--- src/hw/css_pkg.sv ---
package css_pkg;

    // Register indices; byte address is four times the index
    localparam logic [7:0] CSS_IDX_THR = 8'h0f;
    localparam logic [7:0] CSS_IDX_IFSEL = 8'h11;
    localparam logic [7:0] CSS_IDX_MUX = 8'h12;
    localparam logic [7:0] CSS_IDX_POL = 8'h20;
    localparam logic [7:0] CSS_IDX_STAT = 8'h21;

    localparam int CSS_BIT_IFSEL = 3;
    localparam int CSS_BIT_HOLDSEL = 1;
    localparam int CSS_BIT_SEPSEL = 2;
    localparam int CSS_BIT_GRNSEL = 4;
    localparam int CSS_BIT_POL = 0;
    localparam int CSS_BIT_DET = 8;

    localparam logic [7:0] CSS_THR_RST = 8'h20;
    localparam logic [7:0] CSS_IFSEL_RST = 8'h00;
    localparam logic [7:0] CSS_MUX_RST = 8'h00;
    localparam logic [7:0] CSS_POL_RST = 8'h00;

    localparam int CSS_CLK_HZ = 100_000_000;
    localparam int CSS_TICK_HZ = 5_000_000;
    localparam int CSS_TICK_DIV = CSS_CLK_HZ / CSS_TICK_HZ;

    localparam logic [1:0] CSS_RESP_OKAY = 2'b00;
    localparam logic [1:0] CSS_RESP_SLVERR = 2'b10;

    typedef struct packed {
        logic hsync;
        logic vsync;
        logic sync_on_green;
        logic pll_hold_gate;
    } css_ana_t;

    typedef struct packed {
        logic hsync;
        logic vsync;
        logic de;
    } css_dig_t;

    typedef struct packed {
        logic hsync;
        logic vsync;
        logic hold;
    } css_sync_t;

    typedef enum logic [1:0] {
        CSS_SEP_SEEK = 2'b01,
        CSS_SEP_HELD = 2'b10
    } css_sep_st_t;

endpackage

--- src/hw/css_sep.sv ---
module css_sep
    import css_pkg::*;
#(
    parameter int CNT_W = 8
) (
    input wire logic aclk,
    input wire logic aresetn,
    input wire logic tick,
    input wire logic csync,
    input wire logic [CNT_W-1:0] thr,
    output logic det,
    output logic [CNT_W-1:0] cnt
);

    localparam logic [CNT_W-1:0] CNT_MAX = '1;
    localparam logic [CNT_W-1:0] CNT_ONE = CNT_W'(1);

    css_sep_st_t state_r;
    logic [CNT_W-1:0] cnt_r;

    // A threshold of all ones can never be exceeded: detection is off
    always_ff @(posedge aclk) begin
        if (!aresetn) begin
            state_r <= CSS_SEP_SEEK;
            cnt_r <= '0;
        end else begin
            unique case (state_r)
                CSS_SEP_SEEK: begin
                    if (cnt_r > thr) begin
                        state_r <= CSS_SEP_HELD;
                        cnt_r <= '0;
                    end else if (tick) begin
                        if (csync) begin
                            if (cnt_r != CNT_MAX) begin
                                cnt_r <= cnt_r + CNT_ONE;
                            end
                        end else if (cnt_r != '0) begin
                            cnt_r <= cnt_r - CNT_ONE;
                        end
                    end
                end
                CSS_SEP_HELD: begin
                    if (cnt_r >= thr) begin
                        state_r <= CSS_SEP_SEEK;
                        cnt_r <= '0;
                    end else if (tick) begin
                        // Serrations restart the absence count
                        if (csync) begin
                            cnt_r <= '0;
                        end else if (cnt_r != CNT_MAX) begin
                            cnt_r <= cnt_r + CNT_ONE;
                        end
                    end
                end
                default: begin
                    state_r <= CSS_SEP_SEEK;
                    cnt_r <= '0;
                end
            endcase
        end
    end

    assign det = (state_r == CSS_SEP_HELD);
    assign cnt = cnt_r;
endmodule

--- src/hw/css_top.sv ---
// Implementation choices: the AXI4-Lite register port and the register addresses.
module css_top
    import css_pkg::*;
#(
    parameter int CNT_W = 8,
    parameter int ADDR_W = 8
) (
    input wire logic aclk,
    input wire logic aresetn,
    input wire logic [ADDR_W-1:0] s_axi_awaddr,
    input wire logic s_axi_awvalid,
    output logic s_axi_awready,
    input wire logic [31:0] s_axi_wdata,
    input wire logic [3:0] s_axi_wstrb,
    input wire logic s_axi_wvalid,
    output logic s_axi_wready,
    output logic [1:0] s_axi_bresp,
    output logic s_axi_bvalid,
    input wire logic s_axi_bready,
    input wire logic [ADDR_W-1:0] s_axi_araddr,
    input wire logic s_axi_arvalid,
    output logic s_axi_arready,
    output logic [31:0] s_axi_rdata,
    output logic [1:0] s_axi_rresp,
    output logic s_axi_rvalid,
    input wire logic s_axi_rready,
    input wire css_ana_t ana_in,
    input wire css_dig_t dig_in,
    output css_sync_t sync_out
);

    localparam int DIV_W = $clog2(CSS_TICK_DIV);
    localparam logic [DIV_W-1:0] DIV_LAST = DIV_W'(CSS_TICK_DIV - 1);
    localparam logic [DIV_W-1:0] DIV_ONE = DIV_W'(1);

    if (CNT_W < 2 || CNT_W > 8) begin : g_cnt_chk
        $error("CNT_W must lie between 2 and 8");
    end
    if (ADDR_W < 8) begin : g_addr_chk
        $error("ADDR_W too small for the register map");
    end

    function automatic logic css_hit(
        input logic [ADDR_W-1:0] addr,
        input logic [7:0] idx
    );
        logic [ADDR_W-1:0] byte_addr;
        byte_addr = ADDR_W'({idx, 2'b00});
        return addr == byte_addr;
    endfunction

    // Pin synchronisers
    css_ana_t ana_s1_r;
    css_ana_t ana_s2_r;
    css_dig_t dig_s1_r;
    css_dig_t dig_s2_r;

    always_ff @(posedge aclk) begin
        if (!aresetn) begin
            ana_s1_r <= '0;
            ana_s2_r <= '0;
            dig_s1_r <= '0;
            dig_s2_r <= '0;
        end else begin
            ana_s1_r <= ana_in;
            ana_s2_r <= ana_s1_r;
            dig_s1_r <= dig_in;
            dig_s2_r <= dig_s1_r;
        end
    end

    // 5 MHz enable
    logic [DIV_W-1:0] div_r;
    logic tick_r;

    always_ff @(posedge aclk) begin
        if (!aresetn) begin
            div_r <= '0;
            tick_r <= 1'b0;
        end else if (div_r == DIV_LAST) begin
            div_r <= '0;
            tick_r <= 1'b1;
        end else begin
            div_r <= div_r + DIV_ONE;
            tick_r <= 1'b0;
        end
    end

    // Control registers
    logic [CNT_W-1:0] thr_r;
    logic ifsel_r;
    logic holdsel_r;
    logic sepsel_r;
    logic sogsel_r;
    logic pol_r;

    // Write channel
    logic aw_have_r;
    logic w_have_r;
    logic [ADDR_W-1:0] awaddr_r;
    logic [7:0] wbyte_r;
    logic wen_r;
    logic awready_r;
    logic wready_r;
    logic bvalid_r;
    logic [1:0] bresp_r;
    logic commit;
    logic wr_thr;
    logic wr_ifsel;
    logic wr_mux;
    logic wr_pol;
    logic wr_ok;

    assign commit = aw_have_r && w_have_r && !bvalid_r;
    assign wr_thr = css_hit(awaddr_r, CSS_IDX_THR);
    assign wr_ifsel = css_hit(awaddr_r, CSS_IDX_IFSEL);
    assign wr_mux = css_hit(awaddr_r, CSS_IDX_MUX);
    assign wr_pol = css_hit(awaddr_r, CSS_IDX_POL);
    assign wr_ok = wr_thr || wr_ifsel || wr_mux || wr_pol
        || css_hit(awaddr_r, CSS_IDX_STAT);

    always_ff @(posedge aclk) begin
        if (!aresetn) begin
            aw_have_r <= 1'b0;
            awaddr_r <= '0;
            awready_r <= 1'b0;
        end else if (s_axi_awvalid && awready_r) begin
            aw_have_r <= 1'b1;
            awaddr_r <= s_axi_awaddr;
            awready_r <= 1'b0;
        end else if (commit) begin
            aw_have_r <= 1'b0;
        end else if (!aw_have_r && !bvalid_r) begin
            awready_r <= 1'b1;
        end
    end

    always_ff @(posedge aclk) begin
        if (!aresetn) begin
            w_have_r <= 1'b0;
            wbyte_r <= '0;
            wen_r <= 1'b0;
            wready_r <= 1'b0;
        end else if (s_axi_wvalid && wready_r) begin
            w_have_r <= 1'b1;
            wbyte_r <= s_axi_wdata[7:0];
            wen_r <= s_axi_wstrb[0];
            wready_r <= 1'b0;
        end else if (commit) begin
            w_have_r <= 1'b0;
        end else if (!w_have_r && !bvalid_r) begin
            wready_r <= 1'b1;
        end
    end

    always_ff @(posedge aclk) begin
        if (!aresetn) begin
            bvalid_r <= 1'b0;
            bresp_r <= CSS_RESP_OKAY;
        end else if (commit) begin
            bvalid_r <= 1'b1;
            bresp_r <= wr_ok ? CSS_RESP_OKAY : CSS_RESP_SLVERR;
        end else if (s_axi_bready) begin
            bvalid_r <= 1'b0;
        end
    end

    // Only byte lane 0 carries register data
    always_ff @(posedge aclk) begin
        if (!aresetn) begin
            thr_r <= CSS_THR_RST[CNT_W-1:0];
            ifsel_r <= CSS_IFSEL_RST[CSS_BIT_IFSEL];
            holdsel_r <= CSS_MUX_RST[CSS_BIT_HOLDSEL];
            sepsel_r <= CSS_MUX_RST[CSS_BIT_SEPSEL];
            sogsel_r <= CSS_MUX_RST[CSS_BIT_GRNSEL];
            pol_r <= CSS_POL_RST[CSS_BIT_POL];
        end else if (commit && wen_r) begin
            if (wr_thr) begin
                thr_r <= wbyte_r[CNT_W-1:0];
            end
            if (wr_ifsel) begin
                ifsel_r <= wbyte_r[CSS_BIT_IFSEL];
            end
            if (wr_mux) begin
                holdsel_r <= wbyte_r[CSS_BIT_HOLDSEL];
                sepsel_r <= wbyte_r[CSS_BIT_SEPSEL];
                sogsel_r <= wbyte_r[CSS_BIT_GRNSEL];
            end
            if (wr_pol) begin
                pol_r <= wbyte_r[CSS_BIT_POL];
            end
        end
    end

    // Sync path
    logic sep_det;
    logic [CNT_W-1:0] sep_cnt;
    logic mux_hs;
    logic csync_norm;
    css_sync_t ana_sync;
    css_sync_t dig_sync;
    css_sync_t out_r;

    assign mux_hs = sogsel_r ? ana_s2_r.sync_on_green
        : ana_s2_r.hsync;
    // Active-low composite is inverted so the counter sees high pulses
    assign csync_norm = pol_r ? mux_hs : !mux_hs;

    css_sep #(
        .CNT_W(CNT_W)
    ) u_sep (
        .aclk(aclk),
        .aresetn(aresetn),
        .tick(tick_r),
        .csync(csync_norm),
        .thr(thr_r),
        .det(sep_det),
        .cnt(sep_cnt)
    );

    always_comb begin
        ana_sync.hsync = mux_hs;
        ana_sync.hold = holdsel_r ? ana_s2_r.vsync
            : ana_s2_r.pll_hold_gate;
        ana_sync.vsync = sepsel_r ? sep_det : ana_s2_r.vsync;
        dig_sync.hsync = dig_s2_r.hsync;
        dig_sync.vsync = dig_s2_r.vsync;
        dig_sync.hold = dig_s2_r.de;
    end

    always_ff @(posedge aclk) begin
        if (!aresetn) begin
            out_r <= '0;
        end else begin
            out_r <= ifsel_r ? ana_sync : dig_sync;
        end
    end

    // Read channel
    logic arready_r;
    logic rvalid_r;
    logic [31:0] rdata_r;
    logic [1:0] rresp_r;
    logic [31:0] rd_data;
    logic rd_ok;

    always_comb begin
        rd_data = '0;
        rd_ok = 1'b1;
        if (css_hit(s_axi_araddr, CSS_IDX_THR)) begin
            rd_data[CNT_W-1:0] = thr_r;
        end else if (css_hit(s_axi_araddr, CSS_IDX_IFSEL)) begin
            rd_data[CSS_BIT_IFSEL] = ifsel_r;
        end else if (css_hit(s_axi_araddr, CSS_IDX_MUX)) begin
            rd_data[CSS_BIT_HOLDSEL] = holdsel_r;
            rd_data[CSS_BIT_SEPSEL] = sepsel_r;
            rd_data[CSS_BIT_GRNSEL] = sogsel_r;
        end else if (css_hit(s_axi_araddr, CSS_IDX_POL)) begin
            rd_data[CSS_BIT_POL] = pol_r;
        end else if (css_hit(s_axi_araddr, CSS_IDX_STAT)) begin
            rd_data[CNT_W-1:0] = sep_cnt;
            rd_data[CSS_BIT_DET] = sep_det;
        end else begin
            rd_ok = 1'b0;
        end
    end

    always_ff @(posedge aclk) begin
        if (!aresetn) begin
            arready_r <= 1'b0;
            rvalid_r <= 1'b0;
            rdata_r <= '0;
            rresp_r <= CSS_RESP_OKAY;
        end else if (s_axi_arvalid && arready_r) begin
            arready_r <= 1'b0;
            rvalid_r <= 1'b1;
            rdata_r <= rd_data;
            rresp_r <= rd_ok ? CSS_RESP_OKAY : CSS_RESP_SLVERR;
        end else if (rvalid_r) begin
            if (s_axi_rready) begin
                rvalid_r <= 1'b0;
            end
        end else begin
            arready_r <= 1'b1;
        end
    end

    assign s_axi_awready = awready_r;
    assign s_axi_wready = wready_r;
    assign s_axi_bvalid = bvalid_r;
    assign s_axi_bresp = bresp_r;
    assign s_axi_arready = arready_r;
    assign s_axi_rvalid = rvalid_r;
    assign s_axi_rdata = rdata_r;
    assign s_axi_rresp = rresp_r;
    assign sync_out = out_r;
endmodule

--- config.mk ---
export PLATFORM = sky130hd
export DESIGN_NAME = css_top
export DESIGN_NICKNAME = d
export VERILOG_FILES = /design/src/hw/css_pkg.sv /design/src/hw/css_sep.sv /design/src/hw/css_top.sv
export SDC_FILE = /design/constraint.sdc
export NUM_CORES = 1
export LEC_CHECK = 0
export BUFFER_PORTS_ARGS = -buffer_cell sky130_fd_sc_hd__buf_2
export CAP_MARGIN = 20
export CORE_ASPECT_RATIO = 0.7
export CORE_MARGIN = 5
export CORE_UTILIZATION = 53
export CTS_CLUSTER_SIZE = 14
export DETAILED_ROUTE_END_ITERATION = 6
export PLACE_DENSITY = 0.8
export SETUP_SLACK_MARGIN = 0.02
export SKIP_LAST_GASP = 1
export SLEW_MARGIN = 20
export SYNTH_ARGS = -nofsm -noshare
export SYNTH_HDL_FRONTEND = slang
export SYNTH_SLANG_ARGS = --single-unit
--- constraint.sdc ---
create_clock -name aclk -period 3.1 [get_ports aclk]
set_input_delay 0.155 -clock aclk [delete_from_list [all_inputs] [get_ports aclk]]
set_output_delay 0.155 -clock aclk [all_outputs]
set_load 0.02 [all_outputs]
==> flow_metrics.tcl, run 1 <==
set metrics [dict create \
    status "completed" \
    synthDistinctLibCells 61 \
    max-slew-margin-rel_pct 33.9 \
    synth_area_leaders "dfxtp_1 40%, nor2_1 5.0%, mux2i_1 4.7%" \
    finalSetupViolCount 0 \
    grt_antenna_before_repair 0 \
    grt_pass1_wl_um 16900 \
    placed_cell_area_um2 4360 \
    synth_most_common_cell "dfxtp_1" \
    synth-edff-count 0 \
    grt_usage_pct 21.8 \
    gp_congestion 0.943 \
    ys_top_cells_by_count "81 x dfxtp_1, 54 x nor2_1, 46 x nand2_1" \
    yosys_warnings 0 \
    cts_made_buffers 9 \
    tritoncts "done" \
    portBuffers 57 \
    overflow 0 \
    core_um2 7380 \
    drive_gt1_share_pct 16.6 \
    ir_drop_mv 0.447 \
    fmax_ghz 0.365 \
    grt_setup_unrepaired "false" \
    finalNonFillerCells 651 \
    wire_per_inst_um 15.9 \
    final_antenna_net_count 0 \
    drcViolationCount 0 \
    ctsResizeCount 0 \
    vias 3708 \
    cpPeakStageDelay_ns 0.45 \
    start_util_pct 55.1 \
    path_cells "inv_1 > ha_1 > nand2b_1 > a21oi_1 > nor4b_4 > nor2_2 > a21o_1 > nand3_1 > o31ai_1" \
    ys_ff_latch 81 \
    ctsRootBufferMaster "clkbuf_8" \
    synth_top_cell_area_share_pct 39.9 \
    hp-class "primary input to register" \
    grt_max_degree 29 \
    cts_max_level 3 \
    finalPower_mw 2.58 \
    finalNetCount 628 \
    antennaDiodeCount 0 \
    clock_latency_ns 0.36 \
    worst_pin_slew_ns 0.984 \
    synth_area_um2 4070 \
    slowest_stage "dfxtp_1" \
    synth_top_area_cell "dfxtp_1" \
    syn_avg_cell_area_um2 8.35 \
    fin_worst_skew_ns 0.0119 \
    timing.final.ws_setup_ns 0.357 \
    cts_hold_buf 6 \
    clockBufferDepth 2 \
    path_max_fanout 7 \
    die-area_um2 9550 \
    area_growth_pct 14.2 \
    drv_cap 0 \
    end_kind "register" \
    final-max-slew-violation-count 0 \
    startpoint_type "register" \
    placedCellCount 629 \
    holdWs_ns 0.00815 \
    vias_per_cell 5.70 \
    fin_setup_tns_ns 0 \
    first_pass_iters 7 \
    grt_pass1_vias 3472 \
    yosysSeqAreaShare_pct 39.9 \
    syn_inst 487 \
    ios 110 \
    async_flop_share_pct 0 \
    post-place-ws_ns 0.494 \
    worstSetupPathType "register to register" \
    ys.flop_type "dfxtp_1" \
    fin_crit_ns 2.74 \
    finalCritPeriodShare_pct 88.5 \
    drt_iter0_drc 329 \
    rows 26 \
    post-route-util_pct 62.9 \
    dieHeight_um 83.3 \
    critPathRequiredTime_ns 3.38 \
    clk_pin_slew_worst_paths_ns 0.09 \
    die_w_um 115 \
    critPathArrivalTime_ns 3.02 \
    dp_hpwl_um 7620 \
    routed_wl_um 10400 \
    final_cell_area_um2 4640 \
    p_leak_nw 1.99 \
    pwr_density_cell_nw_per_um2 556 \
    hold_viol 0 \
    cts.sinks 81 \
    post-cts-setup-buffers 0 \
]
## final cells by class
cell class	instances	area, µm²
clock buffer	9	124
clock inverter	7	101
tap	98	123
multi-input combinational	364	2190
fill	659	2740
inverter	22	82.6
timing repair buffer	70	398
sequential	81	1620
## sequential cells by signal, indices dropped and copies added (netlist names), 2 cells and up
signal	cells
s_axi_rdata	9
awaddr_r	8
thr_r	8
u_sep.cnt	8
wbyte_r	8
div_r	5
ana_s1_r	4
ana_s2_r	4
dig_s1_r	3
dig_s2_r	3
sync_out	3
u_sep.state_r	2
## logic make-up (layout without fill, tap and decap cells)
group                      after synthesis  after routing  synth area share (%)
xor gates and xnor gates                 5              5                  1.26
DFF                                     81             81                  39.9
buffers and inverters                   66            108                  8.43
muxes                                   19             19                  4.68
AOI/OAI and AO/OA                      103            103                  17.3
adders and majority gates               14             14                  4.31
other                                    1             25                0.0922
and+or+nand+nor                        198            198                  24.0
## placed cells by master (no fill, tap or decap), types with 3 or more instances in the layout
cell,synthesis,routed
dfxtp_1,81,81
a221oi_1,3,3
a22oi_1,3,3
buf_4,25,7
mux2i_1,19,19
nand3_1,24,24
a21oi_1,36,36
nand2b_1,7,7
nor2_1,54,54
conb_1,1,25
clkbuf_8,0,9
ha_1,14,14
o21ai_0,10,10
o22ai_1,4,4
nand3b_1,3,3
inv_1,21,21
o21ai_1,4,4
a21o_1,3,3
nor3_1,18,18
a211oi_1,7,7
dlygate4sd3_1,0,6
nand2_1,46,46
o211ai_1,4,4
buf_2,1,57
o21a_1,3,3
nand4_1,4,4
or3_1,3,3
nor2b_1,6,6
and3_1,4,4
a222oi_1,3,3
and2_1,17,17
xor2_1,4,4
## power by group
| part | leakage, nW | internal (mW) | switching (mW) | total [mW] |
|---|---|---|---|---|
| logic | 1.22 | 0.213 | 0.356 | 0.570 |
| registers | 0.661 | 1.09 | 0.0446 | 1.14 |
| clock network | 0.112 | 0.462 | 0.414 | 0.876 |
## worst max-delay path, delay by kind of cell, from the launching register on
family / cells / cell delay (ns)
AND/OR/NAND/NOR: 4 / 0.88
flip-flops: 1 / 0.45
adder cells (fa/ha/maj): 1 / 0.21
AO/OA/AOI/OAI: 3 / 0.95
buffers and inverters: 1 / 0.17
## per-layer routing
metal	up-vias	track usage, %	share of wire (%)
met5	-	0	0
met4	0	7.89	2.0
met3	19	5.01	11
met2	196	32.5	43
met1	1715	30.6	44
li1	1778	-	-
## final timing paths
path,startpoint,endpoint,slack [ns],depth (start not counted)
max,u_sep.cnt[0],u_sep.cnt[2],0.36,9
min,ana_in[2],ana_s1_r[2],0.008,2
max reg2reg,u_sep.cnt[0],u_sep.cnt[2],0.36,9
min reg2reg,dig_s1_r[1],dig_s2_r[1],0.44,1
Power figures use the tool's default switching activity.
==> run 2: changes to the inputs <==
--- a/config.mk
+++ b/config.mk
@@ -6,12 +6,13 @@
 export NUM_CORES = 1
 export LEC_CHECK = 0
 export BUFFER_PORTS_ARGS = -buffer_cell sky130_fd_sc_hd__buf_2
-export CAP_MARGIN = 20
+export CAP_MARGIN = 15
 export CORE_ASPECT_RATIO = 0.7
 export CORE_MARGIN = 5
 export CORE_UTILIZATION = 53
 export CTS_CLUSTER_SIZE = 14
 export DETAILED_ROUTE_END_ITERATION = 6
+export GPL_TIMING_DRIVEN = 0
 export PLACE_DENSITY = 0.8
 export SETUP_SLACK_MARGIN = 0.02
 export SKIP_LAST_GASP = 1
==> constraint.sdc (replaced) <==
create_clock -name aclk -period 3.1 [get_ports aclk]
set_input_delay 0.62 -clock aclk [delete_from_list [all_inputs] [get_ports aclk]]
set_output_delay 0.62 -clock aclk [all_outputs]
set_load 0.02 [all_outputs]
==> run 2 against run 1 <==
Against the previous run: routed wire length up 0.83%; highest routed layer unchanged; flip-flop and latch count unchanged; clock power up 2%; count of clock-buffer cells in the layout unchanged.
==> flow_metrics.tcl, run 2 (synthesized netlist as in run 1, its figures left out) <==
set metrics [dict create \
    status "completed" \
    end_kind "register" \
    r2r-end "u_sep.cnt[2]" \
    die_w_um 115 \
    cp-startpoint "u_sep.cnt[0]" \
    largest_register_ffs 9 \
    path_cells "inv_1 > ha_1 > nand2b_1 > a21oi_1 > nor4b_4 > nor2_2 > a21o_1 > nand3_1 > o31ai_1" \
    drcViolationCount 0 \
    final_antenna_net_count 0 \
    first_pass_iters 5 \
    max-slew-margin-rel_pct 36.5 \
    critPathArrivalTime_ns 3.06 \
    antennaDiodeCount 0 \
    pwr_density_cell_nw_per_um2 547 \
    grt_antenna_before_repair 0 \
    overflow 0 \
    post-cts-setup-buffers 0 \
    hp-start "dig_s1_r[0]" \
    cts_made_buffers 9 \
    drt_iter0_drc 311 \
    ctsResizeCount 0 \
    final_common_cell "dfxtp_1" \
    fin_crit_ns 2.80 \
    finalNetCount 657 \
    worstSetupPathType "register to register" \
    hp-class "register to register" \
    cp.buffers_inverters 1 \
    drv_cap 0 \
    grt_pass1_vias 3529 \
    vias_per_cell 5.62 \
    path_max_fanout 7 \
    dieHeight_um 83.3 \
    core_um2 7380 \
    drive_gt1_share_pct 18.7 \
    ctsRootBufferMaster "clkbuf_8" \
    routed_wl_um 10400 \
    r2r-start "u_sep.cnt[0]" \
    finalPower_mw 2.62 \
    grt_pass1_wl_um 16800 \
    grt_max_degree 17 \
    vias 3820 \
    clock_latency_ns 0.36 \
    worst_pin_slew_ns 0.946 \
    tritoncts "done" \
    p_leak_nw 2.09 \
    wire_per_inst_um 15.4 \
    fin_setup_tns_ns 0 \
    finalSetupViolCount 0 \
    post-route-util_pct 64.8 \
    rows 26 \
    start_util_pct 55.1 \
    grt_usage_pct 21.8 \
    clk_pin_slew_worst_paths_ns 0.08 \
    startpoint_type "register" \
    die-area_um2 9550 \
    n_fill_cell 634 \
    final-max-slew-violation-count 0 \
    portBuffers 55 \
    min_path_cells 1 \
    hold-path-endpoint "dig_s2_r[0]" \
    clockBufferDepth 2 \
    hold_viol 0 \
    fin_worst_skew_ns 0.0123 \
    dp_hpwl_um 7970 \
    mostFrequentLayoutCells "81 x dfxtp_1, 56 x buf_2, 54 x nor2_1" \
    area_growth_pct 17.7 \
    ios 110 \
    cpPeakStageDelay_ns 0.47 \
    rrSetupSlack_ns 0.30 \
    cts_max_level 3 \
    finalCritPeriodShare_pct 90.2 \
    crit_family "compound AO/OA/AOI/OAI gates" \
    gp_congestion 0.955 \
    grt_setup_unrepaired "false" \
    ir_drop_mv 0.299 \
    reg2reg_depth 9 \
    cts_hold_buf 0 \
    fmax_ghz 0.358 \
    critPathRequiredTime_ns 3.36 \
    cts.sinks 81 \
    slowest_stage "dfxtp_1" \
]
==> run 2: cell types whose count changed in the layout (fill, tap and decap cells not counted), sizes merged <==
cell         change
dlygate4sd3      -6
buf             +17
clkinv           -2
inv              +2
clkbuf          +18
==> run 2: area by class of cell <==
| type | count | area [µm²] | share of cell area, % |
|---|---|---|---|
| clock inverters | 7 | 108 | 2.25 |
| clock buffers | 9 | 124 | 2.59 |
| multi-input cells | 364 | 2190 | 45.8 |
| well taps | 98 | 123 | 2.56 |
| repair buffers | 55 | 275 | 5.75 |
| inverters | 22 | 82.6 | 1.73 |
| flip-flops and latches | 81 | 1620 | 33.9 |
| plain buffers | 44 | 260 | 5.44 |
==> run 2: worst max path at each step <==
stage	to	slack (ns)	cells past startpoint
floorplan	u_sep.cnt[4]	0.82	9
global placement	u_sep.cnt[2]	0.41	9
detailed placement	u_sep.cnt[2]	0.39	9
CTS	u_sep.cnt[2]	0.36	9
global route	u_sep.cnt[2]	0.11	9
finish	u_sep.cnt[2]	0.30	9
==> run 2: worst reg2reg max path: cells and delay by family, from the launching register on <==
kind,cells,cell delay (ns)
adder cells (fa/ha/maj),1,0.22
buffers and inverters,1,0.19
AO/OA/AOI/OAI,3,0.97
AND/OR/NAND/NOR,4,0.87
flip-flops,1,0.47
==> run 2: power by group <==
part | switching (mW) | leakage, nW | internal (mW)
clock | 0.423 | 0.114 | 0.470
combinational | 0.363 | 1.31 | 0.228
sequential | 0.0428 | 0.661 | 1.09
==> run 2: stage by stage <==
step | area, µm² | setup WS (ns) | instances | hold WS, ns
3_3_place_gp | 4550 | 0.414 | 664 | 0.420
2_1_floorplan | 4160 | 0.823 | 511 | 0.412
3_5_place_dp | 4550 | 0.389 | 664 | 0.417
4_1_cts | 4790 | 0.363 | 680 | 0.436
6_report | 4790 | 0.303 | 680 | 0.437
5_1_grt | 4790 | 0.111 | 680 | 0.442
==> run 2: metal layers <==
| layer | wire [µm] | global-route usage, % |
|---|---|---|
| met3 | 1160 | 6.18 |
| met5 | 0 | 0 |
| met1 | 4760 | 31.2 |
| met2 | 4410 | 32.3 |
| met4 | 123 | 5.22 |
